<file path="src/logic/pdc_pkg.sv">
// shared constants and types for the pulse dimming link
package pdc_pkg;
    // =========================================================
    // clock and timing
    localparam int CLK_HZ          = 20_000_000;
    localparam int SETUP_US        = 10;
    localparam int PULSE_MIN_NS    = 300;
    localparam int PULSE_MAX_US    = 200;
    localparam int SPACE_MIN_NS    = 300;
    localparam int OFF_US          = 1500;
    localparam int PUMP_DELAY_US   = 400;
    localparam int SETUP_CYC       = (SETUP_US * (CLK_HZ / 1_000_000));
    localparam int PULSE_MIN_CYC   = (PULSE_MIN_NS * (CLK_HZ / 1_000_000) + 999) / 1000;
    localparam int PULSE_MAX_CYC   = PULSE_MAX_US * (CLK_HZ / 1_000_000);
    localparam int SPACE_MIN_CYC   = (SPACE_MIN_NS * (CLK_HZ / 1_000_000) + 999) / 1000;
    localparam int OFF_CYC         = OFF_US * (CLK_HZ / 1_000_000);
    localparam int PUMP_DELAY_CYC  = PUMP_DELAY_US * (CLK_HZ / 1_000_000);
    // =========================================================
    // current levels, tenths of a milliamp
    localparam int LEVELS          = 32;
    localparam int CUR_W           = 11;
    localparam logic [4:0] LVL_FULL = 5'h00;
    localparam logic [4:0] LVL_ZERO = 5'h1F;
    typedef logic [CUR_W-1:0] pdc_cur_t;
    localparam pdc_cur_t CUR_TABLE [LEVELS] = '{
        11'h5DC, 11'h5AA, 11'h578, 11'h54B, 11'h51E, 11'h4EC, 11'h4BA, 11'h488,
        11'h456, 11'h429, 11'h3F7, 11'h3CA, 11'h398, 11'h366, 11'h334, 11'h307,
        11'h2D5, 11'h2A8, 11'h276, 11'h244, 11'h212, 11'h1E5, 11'h1B3, 11'h186,
        11'h154, 11'h122, 11'h0F0, 11'h0BE, 11'h091, 11'h064, 11'h032, 11'h000
    };
    typedef enum logic [1:0] {
        PDC_SHUT, PDC_ARMED, PDC_ACTIVE
    } pdc_state_e;
    typedef enum logic {
        PDC_PUMP_1X, PDC_PUMP_1P5X
    } pdc_pump_e;
endpackage

</file>
<file path="src/logic/pdc_link_if.sv">
// single wire enable/dimming link between host and driver
interface pdc_link_if;
    logic enable_dim_line;
    modport host_end (output enable_dim_line);
    modport dev_end  (input  enable_dim_line);
endinterface

</file>
<file path="src/logic/pdc_driver.sv">
// driver end: pulse counting, shutdown timing and pump mode sequencing

// Overview of operation
// - first high enables, currents stay zero
// - first falling edge sets full scale
// - each further falling edge steps down
// - thirty-second pulse gives zero, still enabled
// - pulse after zero wraps to full
// - long low time enters shutdown
// - shutdown sinks high impedance, no current
// - undervoltage disables all channels
// - pump starts in unity gain
// - unity gain while regulation holds
// - switch to 1.5x after delay
// - sequence restarts on power-up, shutdown exit
// - host holds line high for setup
// - host pulse width within limits
// - host keeps minimum high between pulses
// - pulse rates up to 1 MHz counted
// - pulse count maps to current table
module pdc_driver #(
    parameter int OFF_CYCLES  = pdc_pkg::OFF_CYC,        // low time to shutdown
    parameter int PUMP_CYCLES = pdc_pkg::PUMP_DELAY_CYC  // 1x dwell before 1.5x
) (
    input  wire logic          clk,            // 20 MHz clock
    input  wire logic          rst,            // async reset, active high
    pdc_link_if.dev_end        link,           // enable/dimming line
    input  wire logic          supply_low,     // supply below undervoltage threshold
    input  wire logic          reg_fail,       // currents cannot be regulated
    output pdc_pkg::pdc_cur_t  led_sink_a,     // channel a current, 0.1 mA units
    output pdc_pkg::pdc_cur_t  led_sink_b,     // channel b current, 0.1 mA units
    output logic               sink_hiz,       // channels high impedance
    output logic               enabled,        // device out of shutdown
    output pdc_pkg::pdc_pump_e pump_mode       // charge pump gain
);
    import pdc_pkg::*;

    localparam int TW = $clog2(OFF_CYCLES + PUMP_CYCLES + 2);

    typedef struct packed {
        logic [2:0]  sync;
        logic        line;
        pdc_state_e  state;
        logic [4:0]  level;
        logic [TW-1:0] low_cnt;
        logic [TW-1:0] pump_cnt;
        pdc_pump_e   pump;
        pdc_cur_t    cur;
        logic        hiz;
    } pdc_drv_s;

    pdc_drv_s r;
    pdc_drv_s next_r;
    logic     fall;
    logic     rise;

    // =========================================================
    // next state
    always_comb begin
        next_r = r;
        next_r.sync = {r.sync[1:0], link.enable_dim_line};
        // metastable stage is sync[0]; only agreeing later stages count
        if (r.sync[1] == r.sync[2]) begin
            next_r.line = r.sync[2];
        end
        fall = r.line && !next_r.line;
        rise = !r.line && next_r.line;
        case (r.state)
            PDC_SHUT: begin
                if (next_r.line) begin
                    next_r.state    = PDC_ARMED;
                    next_r.pump     = PDC_PUMP_1X;
                    next_r.pump_cnt = '0;
                end
            end
            PDC_ARMED: begin
                // first falling edge is full scale
                if (fall) begin
                    next_r.state = PDC_ACTIVE;
                    next_r.level = LVL_FULL;
                end
            end
            PDC_ACTIVE: begin
                // step down and wrap; edge per pulse
                if (fall) begin
                    next_r.level = (r.level == LVL_ZERO) ? LVL_FULL : r.level + 5'h01;
                end
            end
            default: next_r.state = PDC_SHUT;
        endcase
        // low timer restarts on every rise
        if (rise || next_r.line || r.state == PDC_SHUT) begin
            next_r.low_cnt = '0;
        end else if (r.low_cnt < TW'(OFF_CYCLES)) begin
            next_r.low_cnt = r.low_cnt + 1'b1;
        end
        if (r.state != PDC_SHUT && r.low_cnt >= TW'(OFF_CYCLES - 1) && !next_r.line) begin
            next_r.state = PDC_SHUT;
            next_r.level = LVL_FULL;
        end
        if (r.state == PDC_SHUT) begin
            next_r.pump     = PDC_PUMP_1X;
            next_r.pump_cnt = '0;
        end else if (r.pump == PDC_PUMP_1X && reg_fail) begin
            if (r.pump_cnt >= TW'(PUMP_CYCLES - 1)) begin
                next_r.pump = PDC_PUMP_1P5X;
            end else begin
                next_r.pump_cnt = r.pump_cnt + 1'b1;
            end
        end else if (r.pump == PDC_PUMP_1X) begin
            next_r.pump_cnt = '0;
        end
        next_r.hiz = (next_r.state == PDC_SHUT);
        if (next_r.state != PDC_ACTIVE || supply_low) begin
            next_r.cur = '0;
        end else begin
            next_r.cur = CUR_TABLE[next_r.level];
        end
    end

    // =========================================================
    // state register
    always_ff @(posedge clk or posedge rst) begin
        if (rst) begin
            r <= '{sync: 3'h0, line: 1'b0, state: PDC_SHUT, level: LVL_FULL,
                   low_cnt: '0, pump_cnt: '0, pump: PDC_PUMP_1X, cur: '0, hiz: 1'b1};
        end else begin
            r <= next_r;
        end
    end

    assign led_sink_a = r.cur;
    assign led_sink_b = r.cur;
    assign sink_hiz   = r.hiz;
    assign enabled    = (r.state != PDC_SHUT);
    assign pump_mode  = r.pump;
endmodule

</file>
<file path="src/flat_wrapper.sv">
// flat-port wrapper written by rule: the top's interface ports become plain ports
module pdc_driver_flat import pdc_pkg::*;
#(
    parameter int OFF_CYCLES  = pdc_pkg::OFF_CYC,                               
    parameter int PUMP_CYCLES = pdc_pkg::PUMP_DELAY_CYC                         
)
  (clk, rst, supply_low, reg_fail, led_sink_a, led_sink_b, sink_hiz, enabled, pump_mode, link_enable_dim_line);
  pdc_link_if link_i ();
  input  wire logic clk;
  input  wire logic rst;
  input  wire logic supply_low;
  input  wire logic reg_fail;
  output pdc_pkg::pdc_cur_t led_sink_a;
  output pdc_pkg::pdc_cur_t led_sink_b;
  output logic sink_hiz;
  output logic enabled;
  output pdc_pkg::pdc_pump_e pump_mode;
  input wire logic [$bits(link_i.enable_dim_line)-1:0] link_enable_dim_line;
  assign link_i.enable_dim_line = link_enable_dim_line;
  pdc_driver #(.OFF_CYCLES(OFF_CYCLES), .PUMP_CYCLES(PUMP_CYCLES)) u_core (.clk(clk), .rst(rst), .link(link_i), .supply_low(supply_low), .reg_fail(reg_fail), .led_sink_a(led_sink_a), .led_sink_b(led_sink_b), .sink_hiz(sink_hiz), .enabled(enabled), .pump_mode(pump_mode));
endmodule
</file>
<file path="config.mk">
export PLATFORM = sky130hd
export DESIGN_NAME = pdc_driver_flat
export DESIGN_NICKNAME = d
export VERILOG_FILES = /design/src/logic/pdc_pkg.sv /design/src/logic/pdc_link_if.sv /design/src/logic/pdc_driver.sv /design/src/flat_wrapper.sv
export SDC_FILE = /design/constraint.sdc
export NUM_CORES = 1
export LEC_CHECK = 0
export BUFFER_PORTS_ARGS = -buffer_cell sky130_fd_sc_hd__buf_2
export CAP_MARGIN = 40
export CORE_ASPECT_RATIO = 1.2
export CORE_MARGIN = 1
export CORE_UTILIZATION = 60
export CTS_CLUSTER_SIZE = 30
export DETAILED_ROUTE_END_ITERATION = 10
export PLACE_DENSITY = 0.89
export REMOVE_ABC_BUFFERS = 1
export SKIP_CTS_REPAIR_TIMING = 1
export SLEW_MARGIN = 20
export SYNTH_ARGS = -nofsm -noshare
export SYNTH_HDL_FRONTEND = slang
export SYNTH_SLANG_ARGS = --single-unit
</file>
<file path="constraint.sdc">
create_clock -name clk -period 3.5 [get_ports clk]
set_input_delay 0.175 -clock clk [delete_from_list [all_inputs] [get_ports clk]]
set_output_delay 0.175 -clock clk [all_outputs]
set_load 0.03 [all_outputs]
</file>
==> results.py, run 1 <==
metrics = {
    "routing": {
        "via_per_inst": 6.36,
        "drc_errors": 0,
        "dr.pass1.iters": 5,
        "drt_iter0_drc": 217,
        "drt_wl_total_um": 7730,
        "dr_total_vias": 2887,
        "wire_per_inst_um": 17.0,
        "ant_nets": 0,
    },
    "logic_synthesis": {
        "synth_area_leaders": "dfrtp_1 38%, buf_4 4.6%, ha_1 4.5%, nor2_1 3.6%, and3_1 2.4%",
        "synth_ff_type": "dfrtp_1",
        "syn_area_per_cell_um2": 9.93,
        "yosysMostFrequentCell": "dfrtp_1",
        "synth_edf_count": 0,
        "ys_ff_latch": 56,
        "synthArstFlopShare": 1.00,
        "synth_top_area_cell": "dfrtp_1",
        "synth_warnings": 0,
        "netlist_instances": 362,
        "syn-cell-area_um2": 3590,
        "ys_seq_area_frac": 0.390,
        "synth.top_cell.area_share": 0.383,
        "yosys-top-cells-count": "55 x dfrtp_1, 34 x nor2_1, 22 x buf_4, 18 x nand2_1, 14 x and3_1",
        "synth_cell_types": 74,
    },
    "worst_setup_path": {
        "critPathSlowestCell": "a221o_2",
        "cp.depth": 10,
        "crit_arrival_ps": 3340,
        "crit_chain": "a211o_1, a221o_2, a21boi_4, o21ai_4, nor2_1, inv_1, ha_1, or3_1, a211o_1, a21oi_1",
        "cp-endpoint": "u_core.led_sink_a[8]",
        "regToRegSetupSlack_ps": 410,
        "worstPathRequired_ps": 3750,
        "critical_path.top_delay_family": "compound AO/OA/AOI/OAI gates",
        "startpoint": "u_core.r[33]",
        "crit_buf_inv": 1,
        "timing.critical_path.mode_cell": "a211o_1",
        "critPathCaptureType": "flop",
        "r2r_cells": 10,
        "timing.rr.end": "u_core.led_sink_a[8]",
        "critical_path_class": "flop to flop",
        "max_stage_delay_ps": 470,
        "start_kind": "flop",
        "reg2reg_from": "u_core.r[33]",
        "critPathMaxFanout": 12,
    },
    "placed_design": {
        "placed_cells": 443,
        "place_area_um2": 3680,
        "port-buffer-count": 29,
        "gp_congestion": 0.945,
        "dp_hpwl_um": 5590,
        "dpl_worst_slack_ps": 443,
    },
    "hold_path": {
        "worstHoldStart": "reg_fail",
        "hp-class": "primary input to flop",
    },
    "floorplanning": {
        "rows": 30,
        "io_pins": 30,
        "die_w_um": 72.7,
        "start_util": 0.630,
        "die_area_um2": 6310,
        "die_h_um": 86.8,
        "core_um2": 5710,
    },
    "grt": {
        "grt_pass1_wl_um": 12700,
        "grt_antenna_before_repair": 0,
        "grt_usage": 0.258,
        "grt_start_max_net_pins": 35,
        "grt_pass1_vias": 2676,
        "grt_overflow": 0,
    },
    "final_layout": {
        "num_antenna_cells": 0,
        "multiInputGateArea_um2": 1900,
        "fin_nets": 391,
        "area_growth_pct": 5.64,
        "fillerInstances": 432,
        "final_area_um2": 3800,
        "layoutNonFillerInstCount": 454,
        "drive_above_1_share": 0.195,
        "ff_latch_area_um2": 1400,
    },
    "pwr": {
        "p_int_mw": 1.18,
        "p_leak_nw": 1.77,
        "p_sw_frac": 0.434,
        "powerDensity_nw_per_um2": 547,
        "peakVddDrop_mv": 0.287,
        "p_seq_frac": 0.373,
        "power_frac_comb": 0.448,
        "p_clk_frac": 0.179,
        "switchingPower_mw": 0.901,
    },
    "clocking": {
        "cts_buffer_depth": 2,
        "tritoncts": "yes",
        "clock-sinks": 56,
        "insertion_delay_ps": 310,
        "cts_root_buffer": "clkbuf_8",
        "clk_pin_slew_worst_paths_ps": 100,
        "cts_buffers": 5,
        "htreeDepth": 2,
    },
    "outcome": {
        "status": "complete, no violations",
    },
    "sta": {
        "finalMaxSlewViolations": 0,
        "skew_ps": 12.8,
        "fmaxAchievable_mhz": 324,
        "fin_hold_ws_ps": 205,
        "setup_violations": 0,
        "worst_slew_pin_slew_ps": 568,
        "grt_setup_unrepaired": "no",
        "finalHoldViolCount": 0,
        "period_share": 0.882,
        "maxSlewHeadroom": 0.620,
        "setup_tns_ps": 0,
        "post-route-min-period_ps": 3090,
        "setup_slack_ps": 411,
    },
    "flow_run": {
        "max_cap_viol_count": 0,
    },
}
## flip-flops by register name, summed over array words and instances (netlist names)
signal / count
u_core.next_r: 2
u_core.led_sink_a: 11
u_core.pump_mode: 1
u_core.sink_hiz: 1
u_core.r: 41
## routing by layer
| metal | GRT usage | routed length, um | vias to the layer above |
|---|---|---|---|
| li1 | - | - | 1344 |
| met1 | 0.318 | 3170 | 1429 |
| met2 | 0.444 | 4040 | 100 |
| met3 | 0.0430 | 368 | 14 |
| met4 | 0.109 | 149 | 0 |
| met5 | 0 | 0 | - |
## stage by stage
step | power [mW] | util
6_report | 2.08 | 0.666
5_1_grt | 2.18 | 0.666
4_1_cts | 2.07 | 0.661
3_5_place_dp | 1.70 | 0.645
3_3_place_gp | 1.67 | 0.640
2_1_floorplan | 1.44 | -
## worst register-to-register path, stage by stage (launching register included)
cell	delay, ps
dfrtp_1	450
a211o_1	310
a221o_2	470
a21boi_4	340
o21ai_4	160
nor2_1	200
inv_1	90
ha_1	220
or3_1	370
a211o_1	290
a21oi_1	140
## worst min path at each step
stage | end | depth (start not counted)
floorplan | u_core.next_r[54] | 0
finish | u_core.r[13] | 3
global route | u_core.r[13] | 3
CTS | u_core.r[33] | 2
detailed placement | u_core.r[40] | 2
global placement | u_core.next_r[54] | 1
## layout by cell type (no fill, tap or decap), types with 4 or more instances in the layout
cell type and instances:
dfrtp_1 55, nor2_1 34, buf_2 30, nand2_1 18
and3_1 14, ha_1 13, inv_1 12, a21oi_1 11
xor2_1 10, nand3_1 9, o21ai_0 8, nand2b_1 7
a211o_1 7, xnor2_1 7, o2111ai_1 6, o31ai_1 6
mux2i_1 6, clkbuf_8 6, buf_4 6, and2_1 5
nor3_1 5, a32o_1 4, inv_2 4, o21a_1 4
a311oi_1 4
## final cells by class
type                            count  share of cell area
Clock inverter                      1             0.00231
Timing Repair Buffer               39              0.0619
Sequential cell                    56               0.369
Clock buffer                        7              0.0227
Tap cell                           80              0.0264
Inverter                           16              0.0158
Multi-Input combinational cell    255               0.501
## power groups by stage
stage	registers, mW	clock network (mW)	logic, mW
after detailed placement	0.785	0	0.916
after global routing	0.784	0.398	1.00
final	0.776	0.372	0.931
after floorplan	0.899	0	0.542
after global placement	0.782	0	0.890
after CTS	0.774	0.376	0.922
## cell families after synthesis
group / count (synthesis) / share of synthesized area
simple gates: 124 / 0.189
compound gates: 92 / 0.228
xor+xnor: 17 / 0.0414
flops: 56 / 0.390
fa+ha+maj: 14 / 0.0480
mux: 8 / 0.0230
buf+inv: 51 / 0.0801
No activity file was read; power rests on OpenSTA's default activity.
==> run 2, diff against run 1 <==
==> constraint.sdc (replaced) <==
create_clock -name clk -period 3.5 [get_ports clk]
set_input_delay 0.7 -clock clk [delete_from_list [all_inputs] [get_ports clk]]
set_output_delay 0.7 -clock clk [all_outputs]
set_load 0.03 [all_outputs]
==> run 2 against run 1 <==
Largest power group unchanged. Clock power about the same. Non-clock buffer count decreased by 2. Critical path type unchanged. Clock-buffer cell count decreased by 1. Die area unchanged. Global-route usage decreased by 0.33 points. Maximum frequency decreased by 1.7%. Total power increased by 0.38%.
==> results.py, run 2 (synthesis gave the netlist of run 1 again) <==
metrics = {
    "clocking": {
        "cts_buffer_depth": 2,
        "clk_pin_slew_worst_paths_ps": 100,
        "htreeDepth": 2,
        "tritoncts": "yes",
        "cts_root_buffer": "clkbuf_8",
        "clock-sinks": 56,
        "insertion_delay_ps": 310,
        "cts_buffers": 5,
    },
    "placed_design": {
        "dpl_worst_slack_ps": 402,
        "port-buffer-count": 29,
        "gp_congestion": 0.957,
        "placed_cells": 443,
        "dp_hpwl_um": 5610,
    },
    "final_layout": {
        "drive_above_1_share": 0.199,
        "area_growth_pct": 4.84,
        "final_common_cell": "dfrtp_1",
        "layoutNonFillerInstCount": 452,
        "largest_reg_flops": 41,
        "top_register": "u_core.r",
        "fin_nets": 389,
        "num_antenna_cells": 0,
        "final_cell_mix": "55 x dfrtp_1, 34 x nor2_1, 29 x buf_2",
    },
    "floorplanning": {
        "io_pins": 30,
        "rows": 30,
        "core_um2": 5710,
        "start_util": 0.630,
        "die_area_um2": 6310,
        "die_h_um": 86.8,
        "die_w_um": 72.7,
    },
    "routing": {
        "wire_per_inst_um": 17.0,
        "ant_nets": 0,
        "dr_total_vias": 2818,
        "drc_errors": 0,
        "via_per_inst": 6.23,
        "drt_wl_total_um": 7700,
        "dr.pass1.iters": 4,
        "drt_iter0_drc": 181,
    },
    "worst_setup_path": {
        "timing.critical_path.mode_cell": "nor2_1",
        "crit_buf_inv": 1,
        "max_stage_delay_ps": 520,
        "critical_path.top_delay_family": "compound AO/OA/AOI/OAI gates",
        "critPathMaxFanout": 20,
        "critical_path_class": "flop to flop",
        "regToRegSetupSlack_ps": 360,
        "critPathSlowestCell": "or2_2",
        "critPathCaptureType": "flop",
        "reg2reg_from": "u_core.r[52]",
        "r2r_cells": 9,
        "start_kind": "flop",
        "worstPathRequired_ps": 3700,
        "crit_arrival_ps": 3340,
        "crit_chain": "maj3_1, or2_2, o21ai_4, nor2_1, inv_1, ha_1, nor2_1, a211o_1, a311oi_1",
        "timing.rr.end": "u_core.led_sink_a[3]",
    },
    "sta": {
        "skew_ps": 10.7,
        "finalHoldViolCount": 0,
        "fmaxAchievable_mhz": 318,
        "finalMaxSlewViolations": 0,
        "period_share": 0.898,
        "grt_setup_unrepaired": "no",
        "setup_slack_ps": 357,
        "worst_slew_pin_slew_ps": 570,
        "setup_violations": 0,
        "post-route-min-period_ps": 3140,
        "maxSlewHeadroom": 0.619,
        "setup_tns_ps": 0,
    },
    "pwr": {
        "power_mw": 2.09,
        "peakVddDrop_mv": 0.342,
        "p_leak_nw": 1.76,
        "powerDensity_nw_per_um2": 554,
    },
    "flow_run": {
        "max_cap_viol_count": 0,
    },
    "grt": {
        "grt_start_max_net_pins": 30,
        "grt_pass1_vias": 2718,
        "grt_antenna_before_repair": 0,
        "grt_pass1_wl_um": 12400,
        "grt_usage": 0.255,
        "grt_overflow": 0,
    },
    "outcome": {
        "status": "complete, no violations",
    },
    "hold_path": {
        "hp-class": "flop to flop",
        "whs_path_depth": 0,
        "worstHoldEndpoint": "u_core.next_r[55]",
        "worstHoldStart": "u_core.next_r[54]",
    },
}
## run 2: changes by cell type in the layout (fill, tap and decap cells not counted)
cell,delta
dlygate4sd3_1,-2
buf_12,-1
buf_2,-1
buf_4,+1
clkbuf_1,-1
clkbuf_4,+1
clkinv_2,+1
clkinv_4,-1
inv_6,+1
## run 2: how the worst max path moves through the flow
stage | startpoint | to | slack [ps] | depth (start not counted)
after global routing | u_core.r[50] | u_core.led_sink_a[7] | 60 | 9
after global placement | u_core.r[33] | u_core.led_sink_a[8] | 460 | 10
final | u_core.r[52] | u_core.led_sink_a[3] | 360 | 9
after CTS | u_core.r[33] | u_core.led_sink_a[8] | 370 | 10
after floorplan | u_core.r[33] | u_core.led_sink_a[8] | 460 | 10
after detailed placement | u_core.r[33] | u_core.led_sink_a[8] | 400 | 10
## run 2: metal layers
| metal | track usage | vias up | share of wire |
|---|---|---|---|
| met4 | 0.109 | 0 | 0.016 |
| met3 | 0.0349 | 11 | 0.039 |
| met5 | 0 | - | 0 |
| met2 | 0.453 | 90 | 0.53 |
| met1 | 0.305 | 1379 | 0.41 |
| li1 | - | 1338 | - |
## run 2: area by class of cell
class | instances | area [um2]
Fill cell | 455 | 1940
Multi-Input combinational cell | 255 | 1900
Sequential cell | 56 | 1400
Timing Repair Buffer | 37 | 205
Tap cell | 80 | 100
Clock buffer | 6 | 82.6
Inverter | 16 | 60.1
Clock inverter | 2 | 13.8
## run 2: report_power, final
part           switching (mW)  total, mW  internal [mW]
registers              0.0558      0.774          0.718
clock network           0.213      0.375          0.162
logic                   0.637      0.937          0.300
total                   0.906       2.09           1.18
## run 2: per-stage QoR
stage	util	instance area [um2]	hold WS, ps
floorplan	-	3370	331
global placement	0.641	3660	338
detailed placement	0.642	3660	337
CTS	0.659	3760	359
global route	0.661	3770	361
finish	0.661	3770	357
==> run 3, diff against run 2 <==
--- a/config.mk
+++ b/config.mk
@@ -15,7 +15,6 @@
 export PLACE_DENSITY = 0.89
 export REMOVE_ABC_BUFFERS = 1
 export SKIP_CTS_REPAIR_TIMING = 1
-export SLEW_MARGIN = 20
 export SYNTH_ARGS = -nofsm -noshare
 export SYNTH_HDL_FRONTEND = slang
 export SYNTH_SLANG_ARGS = --single-unit
==> constraint.sdc (replaced) <==
create_clock -name clk -period 3.5 [get_ports clk]
set_input_delay 0.7 -clock clk [delete_from_list [all_inputs] [get_ports clk]]
set_output_delay 0.7 -clock clk [all_outputs]
set_load 0.1 [all_outputs]
==> run 3 against run 2 <==
Non-clock buffer count fell by 1. Total power is 17% higher. Clock power decreased by 2%. Sequential cell count unchanged. Global-route usage is 0.35 points lower. Via count up 0.60%. Final cell count shrank 0.22%. First-iteration DRC count rose by 7.7%. Largest cell class unchanged. Highest routed layer unchanged.
==> results.py, run 3 (synthesis gave the netlist of run 1 again) <==
metrics = {
    "outcome": {
        "status": "complete, no violations",
    },
    "floorplanning": {
        "die_area_um2": 6310,
        "start_util": 0.630,
        "core_um2": 5710,
        "die_h_um": 86.8,
        "rows": 30,
        "io_pins": 30,
        "die_w_um": 72.7,
    },
    "worst_setup_path": {
        "max_stage_delay_ps": 470,
        "timing.critical_path.mode_cell": "a211o_1",
        "crit_buf_inv": 1,
        "critical_path_class": "flop to flop",
        "reg2reg_from": "u_core.r[33]",
        "critical_path.top_delay_family": "compound AO/OA/AOI/OAI gates",
        "start_kind": "flop",
        "worstPathRequired_ps": 3740,
        "crit_arrival_ps": 3390,
        "crit_chain": "a211o_1, a221o_2, a21boi_4, o21ai_4, nor2_1, inv_1, ha_1, or3_1, a211o_1, a21oi_1",
        "timing.rr.end": "u_core.led_sink_a[8]",
        "critPathMaxFanout": 12,
        "regToRegSetupSlack_ps": 340,
        "critPathSlowestCell": "a221o_2",
        "r2r_cells": 10,
        "critPathCaptureType": "flop",
    },
    "routing": {
        "drt_wl_total_um": 7590,
        "drt_iter0_drc": 195,
        "drc_errors": 0,
        "wire_per_inst_um": 16.8,
        "dr.pass1.iters": 4,
        "ant_nets": 0,
        "via_per_inst": 6.29,
        "dr_total_vias": 2835,
    },
    "final_layout": {
        "utilization": 0.659,
        "layoutNonFillerInstCount": 451,
        "largest_reg_flops": 41,
        "top_register": "u_core.r",
        "num_antenna_cells": 0,
        "final_area_um2": 3760,
        "drive_above_1_share": 0.194,
        "fin_nets": 388,
        "area_growth_pct": 4.59,
        "final_cell_mix": "55 x dfrtp_1, 34 x nor2_1, 29 x buf_2",
        "final_common_cell": "dfrtp_1",
    },
    "hold_path": {
        "worstHoldEndpoint": "u_core.next_r[55]",
        "hp-class": "flop to flop",
        "worstHoldStart": "u_core.next_r[54]",
        "whs_path_depth": 0,
    },
    "clocking": {
        "cts_buffers": 5,
        "cts_root_buffer": "clkbuf_8",
        "cts_buffer_depth": 2,
        "tritoncts": "yes",
        "clk_pin_slew_worst_paths_ps": 100,
        "htreeDepth": 2,
        "clock-sinks": 56,
        "insertion_delay_ps": 310,
    },
    "pwr": {
        "p_leak_nw": 1.75,
        "peakVddDrop_mv": 0.537,
        "power_mw": 2.44,
        "powerDensity_nw_per_um2": 649,
    },
    "sta": {
        "grt_setup_unrepaired": "no",
        "finalMaxSlewViolations": 0,
        "setup_violations": 0,
        "post-route-min-period_ps": 3160,
        "worst_slew_pin_slew_ps": 945,
        "finalHoldViolCount": 0,
        "fmaxAchievable_mhz": 317,
        "fin_hold_ws_ps": 357,
        "maxSlewHeadroom": 0.352,
        "setup_slack_ps": 344,
        "skew_ps": 13.3,
        "period_share": 0.902,
        "setup_tns_ps": 0,
    },
    "placed_design": {
        "dp_hpwl_um": 5570,
        "place_area_um2": 3660,
        "dpl_worst_slack_ps": 387,
        "gp_congestion": 0.957,
        "port-buffer-count": 29,
        "placed_cells": 443,
    },
    "grt": {
        "grt_usage": 0.251,
        "grt_start_max_net_pins": 30,
        "grt_pass1_wl_um": 12400,
        "grt_pass1_vias": 2696,
        "grt_overflow": 0,
        "grt_antenna_before_repair": 0,
    },
    "flow_run": {
        "max_cap_viol_count": 0,
    },
}
[run 3: per-layer routing]
layer / vias to the layer above / global-route usage / part of all wire / routed length [um]
met1: 1416 / 0.303 / 0.42 / 3210
met3: 15 / 0.0291 / 0.035 / 264
li1: 1336 / - / - / -
met5: - / 0 / 0 / 0
met4: 0 / 0.0963 / 0.017 / 131
met2: 68 / 0.454 / 0.52 / 3980
[run 3: layout make-up]
type | instances | area (um2)
flip-flops and latches | 56 | 1400
fillers | 460 | 1950
repair buffers | 36 | 198
multi-input cells | 255 | 1900
clock inverters | 1 | 8.76
clock buffers | 7 | 86.3
well taps | 80 | 100
inverters | 16 | 60.1
[run 3: worst max-delay path by stage]
stage	cells after the start	slack [ps]	startpoint	end
floorplan	10	460	u_core.r[33]	u_core.led_sink_a[8]
global placement	10	460	u_core.r[33]	u_core.led_sink_a[8]
detailed placement	10	390	u_core.r[33]	u_core.led_sink_a[8]
CTS	10	360	u_core.r[33]	u_core.led_sink_a[8]
global route	9	40	u_core.r[50]	u_core.led_sink_a[7]
finish	10	340	u_core.r[33]	u_core.led_sink_a[8]
[run 3: worst reg2reg max path, stage by stage (launching register included)]
cell and delay, ps:
dfrtp_1 450, a211o_1 330, a221o_2 470, a21boi_4 350, o21ai_4 170, nor2_1 200
inv_1 90, ha_1 220, or3_1 370, a211o_1 290, a21oi_1 150
[run 3: power breakdown]
| part | switching, mW | internal, mW |
|---|---|---|
| logic | 1.00 | 0.300 |
| clock network | 0.205 | 0.163 |
| registers | 0.0544 | 0.718 |
| total | 1.26 | 1.18 |
